## src/hw/spc_pkg.sv

```systemverilog
// spc_pkg: shared constants and carrier types of the pot command slave.
// assumes: a single mclk domain; pins are synchronised before use.
package spc_pkg;

  // data and counter widths
  localparam int unsigned DATA_W = 9;
  localparam int unsigned CNT_W  = 4;

  // location addresses
  localparam logic [3:0] ADDR_WIPER0 = 4'h0;
  localparam logic [3:0] ADDR_WIPER1 = 4'h1;
  localparam logic [3:0] ADDR_TERMINAL_CONNECT_CONTROL   = 4'h4;
  localparam logic [3:0] ADDR_COND   = 4'h5;

  // operation codes of the command byte
  localparam logic [1:0] OP_WRITE = 2'h0;
  localparam logic [1:0] OP_INC   = 2'h1;
  localparam logic [1:0] OP_DEC   = 2'h2;
  localparam logic [1:0] OP_READ  = 2'h3;

  // bit positions inside one command (count of rising edges seen)
  localparam logic [3:0] POS_DECODE   = 4'h5;
  localparam logic [3:0] POS_FLAG     = 4'h6;
  localparam logic [3:0] POS_BYTE_END = 4'h7;
  localparam logic [3:0] POS_WORD_END = 4'hf;

  // register values
  localparam logic [8:0] WIPER_RESET = 9'h080;
  localparam logic [8:0] TERMINAL_CONNECT_CONTROL_RESET  = 9'h1ff;
  localparam logic [8:0] FULL_SCALE  = 9'h100;
  localparam logic [8:0] ZERO_SCALE  = 9'h000;
  localparam logic [8:0] ONE_STEP    = 9'h001;

  // serial pins as they arrive
  typedef struct packed {
    logic cs_n;
    logic cs_hv;
    logic sck;
    logic sdi;
  } spc_pins_t;

  // idle level of the pins, used as synchroniser reset value
  localparam spc_pins_t PINS_IDLE = '{cs_n: 1'b1, cs_hv: 1'b0, sck: 1'b0, sdi: 1'b0};

  // volatile locations presented to the analog side
  typedef struct packed {
    logic [8:0] wiper0;
    logic [8:0] wiper1;
    logic [8:0] terminal_connect_control;
  } spc_pot_t;

endpackage : spc_pkg

```

## src/hw/spc_command_slave.sv

```systemverilog
// spc_command_slave: serial front end and command decoder of a dual volatile pot.
// assumes: sck, sdi and both selects come from pins; cond_bits is mclk logic.
`timescale 1ns/1ps
module spc_command_slave (
  input  wire logic             mclk,
  input  wire logic             rst,
  input  wire spc_pkg::spc_pins_t pins_in,
  input  wire logic [8:0]       cond_bits,
  output logic                  sdo,
  output logic                  sdo_oe,
  output spc_pkg::spc_pot_t     pot,
  output logic                  command_error_flag,
  output logic                  mode_one_one
);
  import spc_pkg::*;

  spc_pins_t   pins_s;
  logic        sck_d_reg;
  logic        active_reg;
  logic [3:0]  cnt_reg;
  logic [3:0]  cnt_next;
  logic [14:0] shift_reg;
  logic [3:0]  addr_reg;
  logic [1:0]  op_reg;
  logic        err_reg;
  logic [8:0]  rd_reg;
  logic        sdo_reg;
  logic        sdo_next;
  logic        oe_reg;
  logic        mode_reg;
  logic [8:0]  wiper_reg [2];
  logic [8:0]  terminal_connect_control_reg;

  // pins pass two flops before any logic sees them
  spc_pin_sync #(
    .WIDTH     ($bits(spc_pins_t)),
    .RESET_VAL (PINS_IDLE)
  ) u_sync (
    .mclk     (mclk),
    .rst      (rst),
    .async_in (pins_in),
    .sync_out (pins_s)
  );

  // frame and sck edge detection
  wire active    = ~pins_s.cs_n | pins_s.cs_hv;
  wire act_start = active & ~active_reg;
  wire frame_on  = active & active_reg;
  wire sck_rise  = frame_on & pins_s.sck & ~sck_d_reg;
  wire sck_fall  = frame_on & ~pins_s.sck & sck_d_reg;

  // command head: address then operation, msb first
  wire [5:0] head      = {shift_reg[4:0], pins_s.sdi};
  wire [3:0] head_addr = head[5:2];
  wire [1:0] head_op   = head[1:0];
  wire head_wiper = (head_addr == ADDR_WIPER0) | (head_addr == ADDR_WIPER1);
  wire head_rw    = (head_op == OP_READ) | (head_op == OP_WRITE);
  wire head_terminal_connect_control  = (head_addr == ADDR_TERMINAL_CONNECT_CONTROL) & head_rw;
  wire head_cond  = (head_addr == ADDR_COND) & (head_op == OP_READ);
  wire head_valid = head_wiper | head_terminal_connect_control | head_cond;
  wire decode_now = sck_rise & (cnt_reg == POS_DECODE);
  wire new_err    = decode_now & ~head_valid;

  // read source chosen by the incoming address
  wire [8:0] head_rd = (head_addr == ADDR_WIPER0) ? wiper_reg[0] :
                       (head_addr == ADDR_WIPER1) ? wiper_reg[1] :
                       (head_addr == ADDR_TERMINAL_CONNECT_CONTROL)   ? terminal_connect_control_reg     : cond_bits;

  // 16-bit word; top data bit of the word at position 6 is dropped
  wire [15:0] word    = {shift_reg, pins_s.sdi};
  wire [8:0]  wr_data = word[8:0];

  // command boundaries and execution strobes
  wire byte_end  = sck_rise & (cnt_reg == POS_BYTE_END);
  wire word_end  = sck_rise & (cnt_reg == POS_WORD_END);
  wire short_cmd = (op_reg == OP_INC) | (op_reg == OP_DEC);
  wire do_write  = word_end & ~err_reg & (op_reg == OP_WRITE);
  wire do_inc    = byte_end & ~err_reg & (op_reg == OP_INC);
  wire do_dec    = byte_end & ~err_reg & (op_reg == OP_DEC);

  // bit counter: cleared outside and at start of frame, wraps per command
  always_comb
  begin
    cnt_next = cnt_reg;
    if (!active || act_start)
      cnt_next = 4'h0;
    else if (sck_rise && byte_end && short_cmd)
      cnt_next = 4'h0;
    else if (sck_rise)
      cnt_next = cnt_reg + 4'h1;
  end

  // sdo value for the bit position now starting
  wire [3:0] rd_idx   = POS_WORD_END - cnt_reg;
  wire       in_data  = (cnt_reg >= POS_BYTE_END) & (op_reg == OP_READ);
  wire       data_bit = rd_reg[rd_idx];
  always_comb
  begin
    sdo_next = sdo_reg;
    if (!active || act_start)
      sdo_next = 1'b1;
    else if (sck_fall && err_reg)
      sdo_next = 1'b0;
    else if (sck_fall && in_data)
      sdo_next = data_bit;
    else if (sck_fall)
      sdo_next = 1'b1;
  end

  // edge history and frame state
  always_ff @(posedge mclk)
  begin
    if (rst)
    begin
      sck_d_reg  <= 1'b0;
      active_reg <= 1'b0;
      cnt_reg    <= 4'h0;
      sdo_reg    <= 1'b1;
      oe_reg     <= 1'b0;
    end
    else
    begin
      sck_d_reg  <= pins_s.sck;
      active_reg <= active;
      cnt_reg    <= cnt_next;
      sdo_reg    <= sdo_next;
      oe_reg     <= active;
    end
  end

  // shift register of received bits
  always_ff @(posedge mclk)
  begin
    if (rst || !active)
      shift_reg <= '0;
    else if (sck_rise)
      shift_reg <= word[14:0];
  end

  // decoded command and sticky error
  always_ff @(posedge mclk)
  begin
    if (rst || !active)
    begin
      addr_reg <= 4'h0;
      op_reg   <= OP_WRITE;
      err_reg  <= 1'b0;
      rd_reg   <= ZERO_SCALE;
    end
    else if (decode_now && !err_reg)
    begin
      addr_reg <= head_addr;
      op_reg   <= head_op;
      err_reg  <= new_err;
      rd_reg   <= head_rd;
    end
  end

  // mode caught from sck level when select goes active
  always_ff @(posedge mclk)
  begin
    if (rst)
      mode_reg <= 1'b0;
    else if (act_start)
      mode_reg <= pins_s.sck;
  end

  // wiper storage, one entry per wiper
  genvar w;
  generate
    for (w = 0; w < 2; w++)
    begin : g_wiper
      wire hit   = (addr_reg == 4'(w));
      wire below = wiper_reg[w] < FULL_SCALE;
      wire above = wiper_reg[w] != ZERO_SCALE;
      always_ff @(posedge mclk)
      begin
        if (rst)
          wiper_reg[w] <= WIPER_RESET;
        else if (do_write && hit)
          wiper_reg[w] <= wr_data;
        else if (do_inc && hit && below)
          wiper_reg[w] <= wiper_reg[w] + ONE_STEP;
        else if (do_dec && hit && above)
          wiper_reg[w] <= wiper_reg[w] - ONE_STEP;
      end
    end
  endgenerate

  // terminal control storage
  always_ff @(posedge mclk)
  begin
    if (rst)
      terminal_connect_control_reg <= TERMINAL_CONNECT_CONTROL_RESET;
    else if (do_write && (addr_reg == ADDR_TERMINAL_CONNECT_CONTROL))
      terminal_connect_control_reg <= wr_data;
  end

  // outputs
  assign sdo                = sdo_reg;
  assign sdo_oe             = oe_reg;
  assign pot.wiper0         = wiper_reg[0];
  assign pot.wiper1         = wiper_reg[1];
  assign pot.terminal_connect_control           = terminal_connect_control_reg;
  assign command_error_flag = err_reg;
  assign mode_one_one       = mode_reg;
endmodule : spc_command_slave

```

## src/hw/spc_pin_sync.sv

```systemverilog
// spc_pin_sync: two-flop synchroniser, one chain per bit.
// assumes: inputs are asynchronous to mclk; rst is synchronous.
`timescale 1ns/1ps
module spc_pin_sync #(
  parameter int unsigned         WIDTH     = 4,
  parameter logic [WIDTH-1:0]    RESET_VAL = '0
) (
  input  wire logic              mclk,
  input  wire logic              rst,
  input  wire logic [WIDTH-1:0]  async_in,
  output logic      [WIDTH-1:0]  sync_out
);

  // first stage is read by the second stage only
  logic [WIDTH-1:0] meta_reg;

  genvar b;
  generate
    for (b = 0; b < WIDTH; b++)
    begin : g_bit
      always_ff @(posedge mclk)
      begin
        if (rst)
        begin
          meta_reg[b] <= RESET_VAL[b];
          sync_out[b] <= RESET_VAL[b];
        end
        else
        begin
          meta_reg[b] <= async_in[b];
          sync_out[b] <= meta_reg[b];
        end
      end
    end
  endgenerate

endmodule : spc_pin_sync

```

## config.mk

```make
export PLATFORM = sky130hd
export DESIGN_NAME = spc_command_slave
export DESIGN_NICKNAME = d
export VERILOG_FILES = /design/src/hw/spc_pkg.sv /design/src/hw/spc_command_slave.sv /design/src/hw/spc_pin_sync.sv
export SDC_FILE = /design/constraint.sdc
export NUM_CORES = 1
export LEC_CHECK = 0
export CELL_PAD_IN_SITES_DETAIL_PLACEMENT = 0
export CELL_PAD_IN_SITES_GLOBAL_PLACEMENT = 2
export CORE_MARGIN = 1
export CORE_UTILIZATION = 39
export CTS_CLUSTER_SIZE = 16
export DETAILED_ROUTE_END_ITERATION = 12
export DONT_BUFFER_PORTS = 1
export PLACE_DENSITY_LB_ADDON = 0.15
export SLEW_MARGIN = 10
export SYNTH_ARGS = -nofsm -noshare
export SYNTH_HDL_FRONTEND = slang
export SYNTH_SLANG_ARGS = --single-unit
```

## constraint.sdc

```tcl
create_clock -name mclk -period 2.6 [get_ports mclk]
set_input_delay 0.39 -clock mclk [delete_from_list [all_inputs] [get_ports mclk]]
set_output_delay 0.39 -clock mclk [all_outputs]
set_load 0.02 [all_outputs]
```

Yosys cells after proc, flatten, opt, wreduce, memory -nomap -nowiden:

Memory sizes are Yosys's and may differ from the RTL's.
Index checks and enable logic that the tools add are counted.

* add/subtract/negate cells: 6
* magnitude comparators: 4
* equal/unequal tests: 12
* mux-type cells: 40
* bitwise operators: 36
* reductions and logical operators: 29

Operator list (number)
* 9-bit two-way mux: 9
* 1-bit two-way mux: 30
* 4-bit by 3-bit equality test with 1-bit output (second input constant): 5
* 9-bit by 1-bit adder with 9-bit output (second input constant): 2
* 1-bit AND: 18
* 9-bit less-than comparator (second input constant): 2
* 9-bit nonzero test: 2
* 9-bit by 1-bit subtractor with 9-bit output (second input constant): 2
* 1-bit logical AND: 16
* 1-bit bitwise OR: 12
* 4-bit by 1-bit equality test with 1-bit output (second input constant): 2
* 4-bit logical NOT: 2
* 2-bit equality test (second input constant): 3
* 1-bit NOT: 6
* 4-bit by 5-bit less-than comparator with 1-bit output (second input constant): 1
* 4-bit by 1-bit adder with 4-bit output (second input constant): 1
* 1-bit binary-select mux with 4-bit select: 1
* 4-bit equality test (second input constant): 1
* 4-bit by 3-bit greater-or-equal comparator with 1-bit output (second input constant): 1
* 2-bit logical NOT: 2
* 4-bit subtractor (first input constant): 1
* 3-bit nonzero test: 1
* 3-bit OR reduction: 1
* 2-bit by 1-bit equality test with 1-bit output (second input constant): 1
* other kinds (3): 5

* flip-flop bits (word level): 49
* RAM bits: 18
* input bits: 15
* output and inout port bits: 31
* memories: 1

Memory list
* wiper_reg: depth 2, bits a word 9, read ports 2, clocked after memory_dff 0, wr ports 2, line spc_command_slave.sv:31 `logic [8:0] wiper_reg [2];`

Depth between registers and ports, before layout:

Gate-level depths: netlist of run 1.

* depth in word-level cells: 16
* mapped depth: 9
* gate-level depth less buffers: 7

Modules after synthesis:

Synthesis of run 1 repeated with hierarchy kept, for this count alone.

* cell total of the unflattened synthesis: 442
* area, all modules: 4136.5 µm²

By module, submodules not included
* spc_command_slave: times used 1, cells each 426, area each 3926.3 µm²
* spc_pin_sync: times used 1, cells each 16, area each 210.2 µm²

Worst setup path before layout of run 1:

Ideal clock, no wire load.

* kind: register -> register
* start point: memory wiper_reg[0][0]
* end point: memory wiper_reg[0][2], data pin
* library setup time: 0.263 ns
* arrival time: 2.250 ns
* required time: 2.337 ns
* path slack: 0.087 ns
* cell stages (with the launch flop): 9
* buffers on the path: 1
* clock period less this slack: 2.513 ns
* cell sequence: edfxtp_1 -> inv_1 -> ha_1 -> or4b_2 -> nand2b_4 -> o2111a_1 -> buf_6 -> a221oi_1 -> o21ai_1

RTL lines (line)
* start, declared: spc_command_slave.sv:31

==> results.yml, run 1 <==
pwr:
  comb_power_share_pct: 6.7
  irDropWorstVdd_mv: 0.268
  clockPowerShare_pct: 38.9
  p_switching_w: 0.000536
  internal_power_w: 0.00149
  power.density_mw_per_mm2: 476
  leakagePower_nw: 1.51
  power_frac_seq_pct: 54.4
  netSwitchingFraction_pct: 26.5
drt:
  totalWireLength_um: 10500
  drt_iter0_drc: 196
  route.antenna.remaining_nets: 0
  routed_via_density: 5.50
  drc_errors: 0
  drt_pass1_iterations: 4
  wl_per_cell_um: 18.3
  vias: 3146
cells_and_area:
  mostFrequentLayoutCells: "nand2_1, dfxtp_1, buf_4"
  diodes: 0
  design_area_mm2: 0.00425
  largest_reg_flops: 18
  drive_gt1_share_pct: 15.1
  area_delta_synth_final_pct: 10.7
  final_nets: 465
critical_path:
  regToRegStartpoint: "cnt_reg[1]"
  critPathTopFamily: "simple AND/OR/NAND/NOR gates"
  slowest_stage: "dfxtp_1"
  crit_required_ns: 2.61
  path_max_fanout: 9
  r2r_setup_slack_ns: 0.16
  rr_worst_depth: 5
  crit_type: "register to register"
  critPathCaptureType: "register"
  timing.rr.end: "wiper_reg[1][2]"
  crit_arrival_ns: 2.45
  start_kind: "register"
  crit_buf_inv: 0
  cpPeakStageDelay_ns: 0.46
  path_cells: "ha_1 > nand4b_1 > or3_4 > nor4_1 > or3_1"
clock_network:
  cts_buffers: 9
  htree_levels: 3
  cts_tree: "built"
  cts-root-buf: "clkbuf_8"
  clkTransAtPathRegs_ns: 0.08
  postCtsSetupBuffers: 0
  clock_sinks: 67
  clk_path_buf_depth: 2
  clock_latency_ns: 0.35
yosys:
  ys_async_sr_fraction_pct: 0
  synthesis.nets: 459
  synth_edf_count: 18
  ys_types: 60
  ys_ff_latch: 67
  postSynthAreaPerCell_um2: 8.89
  syn-instance-count: 432
  ys.flop_type: "dfxtp_1"
  netlist_area_mm2: 0.00384
  synth-seq-area-share_pct: 39.6
  yosys_warnings: 0
sta:
  slew_headroom_pct: 54.3
  worst_pin_slew_ns: 0.683
  period_share_pct: 94.0
  clock_skew_ns: 0.00960
  fmax_mhz: 409
  finalMaxSlewViolations: 0
  hold_viol_final: 0
  setup_tns_ns: 0
  setup_viol: 0
  rsz0062_at_grt: "false"
  fin_crit_ns: 2.44
floorplanning:
  start_util_pct: 41.0
  pin_count: 46
  fp.coreArea_mm2: 0.00937
  rows: 35
  die_w_um: 101
  die_area_mm2: 0.0103
  dieHeight_um: 101
min_path:
  holdPathEnd: "sck_d_reg"
  holdCritStartpoint: "rst"
  hold_class: "input pin to register"
  min_path_cells: 1
global_routing:
  grt_use_total_pct: 21.6
  grt_start_max_net_pins: 39
  antenna_found_initial: 0
  overflow: 0
  grt_pass1_vias: 3049
  grt_pass1_wl_um: 16500
placement:
  port_buffers: 0
  gp_congestion: 0.804
  placed_cell_area_mm2: 0.00407
  hpwl_um: 7550
run:
  maxCapViolCount: 0
run_status:
  status: "finished clean"
## logic make-up after synthesis
group	share of synthesized area [%]
muxes	5.08
DFF	39.6
and+or+nand+nor	23.5
adders and majority gates	3.91
AOI/OAI and AO/OA	16.8
buffers and inverters	6.12
xor gates and xnor gates	5.02
## per-layer routing
metal	track usage, %	part of all wire (%)
met1	30.1	48
met2	32.4	44
met3	4.76	6.4
met4	8.25	1.7
met5	0	0
## per-stage QoR
| stage | worst slack (ns) | power, W | instances | hold WS [ns] | utilization (%) |
|---|---|---|---|---|---|
| detailed placement | 0.0989 | 0.00126 | 556 | 0.393 | 43.4 |
| CTS | 0.0851 | 0.00204 | 572 | 0.0932 | 45.3 |
| global route | 0.00244 | 0.00210 | 572 | 0.0875 | 45.4 |
| floorplan | 0.0870 | 0.00122 | 432 | 0.389 | - |
| global placement | 0.140 | 0.00126 | 556 | 0.393 | 43.4 |
| finish | 0.157 | 0.00202 | 572 | 0.106 | 45.4 |
## cell type report
type                    count  area [um2]
fillers                   964        5120
multi-input cells         312        2100
flip-flops and latches     67        1520
repair buffers             31         233
well taps                 129         161
clock buffers               9         124
inverters                  17        63.8
clock inverters             7        51.3
## what timing repair did
item / in CTS / in global routing
gates resized for setup: 0 / 3
setup endpoints to repair: 0 / 12
hold buffers: 0 / 0
## power by group through the flow
stage	clock network [W]	logic [W]	registers [W]
3_5_place_dp	0	0.000135	0.00113
2_1_floorplan	0	0.0000807	0.00114
5_1_grt	0.000852	0.000148	0.00110
6_report	0.000787	0.000136	0.00110
4_1_cts	0.000805	0.000136	0.00110
3_3_place_gp	0	0.000135	0.00113
## how the worst max path moves through the flow
stage                          from              end  cells past startpoint  slack [ns]
finish                   cnt_reg[1]  wiper_reg[1][2]                      5        0.16
global route             cnt_reg[1]  wiper_reg[1][5]                      5       0.002
CTS                 wiper_reg[0][0]  wiper_reg[0][2]                      7        0.09
detailed placement  wiper_reg[0][1]  wiper_reg[0][2]                      7         0.1
global placement    wiper_reg[0][0]  wiper_reg[0][2]                      7        0.14
floorplan           wiper_reg[0][0]  wiper_reg[0][2]                      8        0.09
## synth_stat cells (5+ instances only)
cell type / n / area, um2
o21ai_0: 13 / 65.1
ha_1: 12 / 150
nand2_1: 50 / 188
o2111ai_1: 9 / 78.8
buf_2: 5 / 25.0
nand2b_1: 5 / 31.3
mux2i_1: 15 / 150
dfxtp_1: 49 / 981
nor2b_1: 26 / 163
clkbuf_1: 27 / 101
a221oi_1: 6 / 52.6
nand3_1: 8 / 40.0
nor2_1: 26 / 97.6
nor3_1: 17 / 85.1
and3_1: 10 / 62.6
a21oi_1: 24 / 120
a211o_1: 10 / 87.6
xor2_1: 9 / 78.8
o211ai_1: 5 / 37.5
xnor2_1: 13 / 114
edfxtp_1: 18 / 541
inv_1: 17 / 63.8
Note: power is estimated with default switching activity, not from simulation.
==> run 2, diff against run 1 <==
--- a/config.mk
+++ b/config.mk
@@ -8,7 +8,8 @@
 export CELL_PAD_IN_SITES_DETAIL_PLACEMENT = 0
 export CELL_PAD_IN_SITES_GLOBAL_PLACEMENT = 2
 export CORE_MARGIN = 1
-export CORE_UTILIZATION = 39
+export CORE_UTILIZATION = 40
+export CTS_BUF_LIST = sky130_fd_sc_hd__clkbuf_8
 export CTS_CLUSTER_SIZE = 16
 export DETAILED_ROUTE_END_ITERATION = 12
 export DONT_BUFFER_PORTS = 1
==> constraint.sdc (replaced) <==
create_clock -name mclk -period 2.4 [get_ports mclk]
set_input_delay 0.36 -clock mclk [delete_from_list [all_inputs] [get_ports mclk]]
set_output_delay 0.36 -clock mclk [all_outputs]
set_load 0.02 [all_outputs]
==> run 2 against run 1 <==
Against the previous run: global-route usage increased by 1.1 points; critical path depth stayed put; total power increased by 22%; die area is 2.5% lower; via count is 2.5% higher; combinational power is 16% higher; clock power grew 41%; wire length up 2.8%; critical endpoint is now wiper_reg[1][7]; setup slack got worse by 0.025 ns; sequential power grew 8%; register-to-register slack got worse by 0.03 ns; core utilization increased by 2.4 points.
==> results.yml, run 2 (synthesis gave the netlist of run 1 again) <==
drt:
  vias: 3224
  totalWireLength_um: 10800
  wl_per_cell_um: 18.3
  drc_errors: 0
  drt_pass1_iterations: 5
  drt_iter0_drc: 157
  routed_via_density: 5.48
  route.antenna.remaining_nets: 0
critical_path:
  start_kind: "register"
  cpPeakStageDelay_ns: 0.59
  critPathCaptureType: "register"
  crit_arrival_ns: 2.37
  r2r_setup_slack_ns: 0.13
  slowest_stage: "or4_4"
  critPathTopFamily: "simple AND/OR/NAND/NOR gates"
  crit_required_ns: 2.50
  crit_buf_inv: 0
  path_cells: "or4b_1 > or3_4 > or4_4 > o22ai_1 > a21oi_1"
  path_max_fanout: 7
  crit_type: "register to register"
pwr:
  power.density_mw_per_mm2: 554
  leakagePower_nw: 1.62
  irDropWorstVdd_mv: 0.318
global_routing:
  grt_start_max_net_pins: 29
  grt_use_total_pct: 22.6
  antenna_found_initial: 0
  grt_pass1_vias: 3153
  grt_pass1_wl_um: 17000
  overflow: 0
cells_and_area:
  largest_reg_flops: 18
  diodes: 0
  drive_gt1_share_pct: 18.1
  utilization_pct: 47.8
  final_nets: 481
  final_common_cell: "nand2_1"
  area_delta_synth_final_pct: 15.6
  fillers: 920
  mostFrequentLayoutCells: "nand2_1, dfxtp_1, buf_4"
min_path:
  hold_class: "input pin to register"
sta:
  setup_viol: 0
  setup_tns_ns: 0
  fmax_mhz: 441
  fin_crit_ns: 2.27
  clock_skew_ns: 0.0110
  finalMaxSlewViolations: 0
  slew_headroom_pct: 49.0
  rsz0062_at_grt: "false"
  period_share_pct: 94.5
  hold_viol_final: 0
  worst_pin_slew_ns: 0.762
run:
  maxCapViolCount: 0
floorplanning:
  fp.coreArea_mm2: 0.00928
  die_w_um: 100
  dieHeight_um: 100
  rows: 35
  pin_count: 46
  start_util_pct: 41.4
  die_area_mm2: 0.0100
clock_network:
  htree_levels: 3
  clk_path_buf_depth: 2
  hold_buffers: 0
  clkTransAtPathRegs_ns: 0.08
  cts_buffers: 9
  clock_sinks: 67
  postCtsSetupBuffers: 0
  post_cts_resized: 0
  cts_tree: "built"
  clock_latency_ns: 0.35
  cts-root-buf: "clkbuf_8"
run_status:
  status: "finished clean"
placement:
  hpwl_um: 7920
  gp_congestion: 0.875
  port_buffers: 0
==> run 2: cell types whose count changed in the layout (fill, tap and decap cells not counted), moves of 2 or more <==
cell / previous run / this run
inv_6: 2 / 0
bufinv_16: 0 / 2
clkbuf_8: 9 / 11
buf_4: 31 / 47
clkinv_2: 2 / 0
==> run 2: through the flow <==
stage	power [W]	hold WS (ns)	cell area, um2	setup WS (ns)	instances
2_1_floorplan	0.00133	0.389	3840	0.0506	432
5_1_grt	0.00256	0.0489	4440	0.0249	588
6_report	0.00246	0.0756	4440	0.131	588
3_3_place_gp	0.00137	0.394	4190	0.140	572
4_1_cts	0.00249	0.0586	4430	0.0427	588
3_5_place_dp	0.00137	0.393	4190	0.0511	572
==> run 2: layout make-up <==
class | instances | area (um2) | share of cell area [%]
clock inverters | 5 | 83.8 | 1.89
multi-input cells | 312 | 2110 | 47.4
well taps | 129 | 161 | 3.63
inverters | 17 | 63.8 | 1.44
repair buffers | 47 | 353 | 7.95
clock buffers | 11 | 151 | 3.41
flip-flops and latches | 67 | 1520 | 34.3
==> run 2: power breakdown <==
group | switching (W) | internal, W
combinational | 0.000100 | 0.0000574
sequential | 0.0000128 | 0.00118
clock | 0.000467 | 0.000646
total | 0.000580 | 0.00188
==> run 2: per-layer routing <==
layer  vias up  track usage [%]  wire (um)
met5         -                0          0
met4         0             8.58        224
met3        18             5.22        697
met2        96             35.9       4830
met1      1522             30.1       5010
li1       1588                -          -
==> run 2: worst paths after layout <==
check / start / endpoint / cells past startpoint
worst max-delay path: addr_reg[1] / wiper_reg[1][7] / 5
worst min register to register: u_sync.meta_reg[3] / u_sync.sync_out[3] / 1
worst min-delay path: rst / sck_d_reg / 1
worst max register to register: addr_reg[1] / wiper_reg[1][7] / 5
==> run 3, diff against run 2 <==
--- a/config.mk
+++ b/config.mk
@@ -7,14 +7,12 @@
 export LEC_CHECK = 0
 export CELL_PAD_IN_SITES_DETAIL_PLACEMENT = 0
 export CELL_PAD_IN_SITES_GLOBAL_PLACEMENT = 2
-export CORE_MARGIN = 1
-export CORE_UTILIZATION = 40
+export CORE_UTILIZATION = 30
 export CTS_BUF_LIST = sky130_fd_sc_hd__clkbuf_8
 export CTS_CLUSTER_SIZE = 16
 export DETAILED_ROUTE_END_ITERATION = 12
 export DONT_BUFFER_PORTS = 1
 export PLACE_DENSITY_LB_ADDON = 0.15
-export SLEW_MARGIN = 10
 export SYNTH_ARGS = -nofsm -noshare
 export SYNTH_HDL_FRONTEND = slang
 export SYNTH_SLANG_ARGS = --single-unit
==> run 3 against run 2 <==
Against the previous run: non-clock buffer count down 2; global-route usage is 4.3 points lower; register-to-register slack hardly changed; total power fell by 8.1%; flip-flop and latch count did not move; wire length rose by 5.1%; critical endpoint unchanged; largest power group unchanged.
==> results.yml, run 3 (synthesis gave the netlist of run 1 again) <==
run_status:
  status: "finished clean"
placement:
  placed_cell_area_mm2: 0.00425
  gp_congestion: 0.836
  hpwl_um: 8330
  port_buffers: 0
  pre_cts_ws_ns: 0.0664
  dp.cells: 609
pwr:
  irDropWorstVdd_mv: 0.254
  power.density_mw_per_mm2: 510
  leakagePower_nw: 1.58
critical_path:
  start_kind: "register"
  crit_type: "register to register"
  crit_required_ns: 2.52
  path_max_fanout: 7
  crit_arrival_ns: 2.39
  critPathCaptureType: "register"
sta:
  setup_viol: 0
  finalMaxSlewViolations: 0
  slew_headroom_pct: 55.9
  hold_viol_final: 0
  rsz0062_at_grt: "false"
  clock_skew_ns: 0.0112
  fin_crit_ns: 2.27
  setup_ws_ns: 0.130
  period_share_pct: 94.6
  worst_pin_slew_ns: 0.658
  fmax_mhz: 440
  setup_tns_ns: 0
global_routing:
  overflow: 0
  antenna_found_initial: 0
  grt_pass1_wl_um: 17900
  grt_start_max_net_pins: 29
  grt_pass1_vias: 3086
  grt_use_total_pct: 18.3
min_path:
  hold_class: "input pin to register"
drt:
  route.antenna.remaining_nets: 0
  wl_per_cell_um: 18.1
  drc_errors: 0
  drt_pass1_iterations: 4
  routed_via_density: 5.14
  vias: 3210
  totalWireLength_um: 11300
  drt_iter0_drc: 192
clock_network:
  cts_buffers: 9
  clock_sinks: 67
  clk_path_buf_depth: 2
  clock_latency_ns: 0.37
  cts_tree: "built"
  cts-root-buf: "clkbuf_8"
  postCtsSetupBuffers: 0
  htree_levels: 3
  clkTransAtPathRegs_ns: 0.09
cells_and_area:
  mostFrequentLayoutCells: "nand2_1, dfxtp_1, buf_4"
  design_area_mm2: 0.00443
  diodes: 0
  largest_reg_flops: 18
  area_delta_synth_final_pct: 15.4
  drive_gt1_share_pct: 17.7
  fin_cells: 625
  final_nets: 479
floorplanning:
  rows: 40
  fp.coreArea_mm2: 0.0123
  start_util_pct: 31.3
  die_w_um: 115
  dieHeight_um: 115
  die_area_mm2: 0.0133
  pin_count: 46
run:
  maxCapViolCount: 0
## run 3: changes by cell type in the layout (fill, tap and decap cells not counted)
cell,delta
buf_12,+1
buf_4,-3
bufinv_16,-2
clkbuf_8,-1
clkinv_4,-1
clkinvlp_4,+2
inv_6,+2
nand2_1,-1
nand2_2,+1
or3_1,+1
or3_4,-1
## run 3: metrics by stage
stage / hold WS (ns) / total power, W / util (%)
final: 0.0550 / 0.00226 / 36.2
after global routing: 0.0311 / 0.00235 / 36.2
after CTS: 0.0316 / 0.00230 / 36.1
after detailed placement: 0.394 / 0.00138 / 34.6
after global placement: 0.396 / 0.00138 / 34.6
after floorplan: 0.389 / 0.00133 / -
## run 3: timing repair
action,in CTS,in global routing
gates resized for setup,0,2
hold buffers,0,0
endpoints found under the setup margin,0,13
## run 3: routing by layer
layer  global-route usage, %  up-vias  share of wire [%]
met5                       0        -                  0
met1                    25.2     1534                 48
met4                    7.53        0                1.3
met2                    27.3       73                 44
met3                    4.59       12                7.4
li1                        -     1591                  -
## run 3: area by class of cell
class	count	area, um2
Clock buffer	10	138
Clock inverter	6	47.5
Fill cell	1273	7830
Inverter	17	63.8
Multi-Input combinational cell	312	2100
Sequential cell	67	1520
Tap cell	168	210
Timing Repair Buffer	45	350
## run 3: critical path, stage by stage (launching register included)
cell and delay (ns):
dfxtp_1 0.35, or4b_1 0.50, or3_4 0.38, or4_4 0.59, o22ai_1 0.16, a21oi_1 0.05
## run 3: worst paths after layout
kind / slack [ns] / depth (start not counted) / from / to
max: 0.13 / 5 / addr_reg[2] / wiper_reg[1][7]
min reg2reg: 0.41 / 1 / u_sync.meta_reg[3] / u_sync.sync_out[3]
max reg2reg: 0.13 / 5 / addr_reg[2] / wiper_reg[1][7]
min: 0.06 / 1 / rst / u_sync.sync_out[0]
## run 3: where the power goes
part | internal, W | switching [W] | leakage [nW]
combinational | 0.0000586 | 0.000102 | 0.913
clock | 0.000412 | 0.000499 | 0.0898
sequential | 0.00118 | 0.0000124 | 0.577
total | 0.00165 | 0.000613 | 1.58
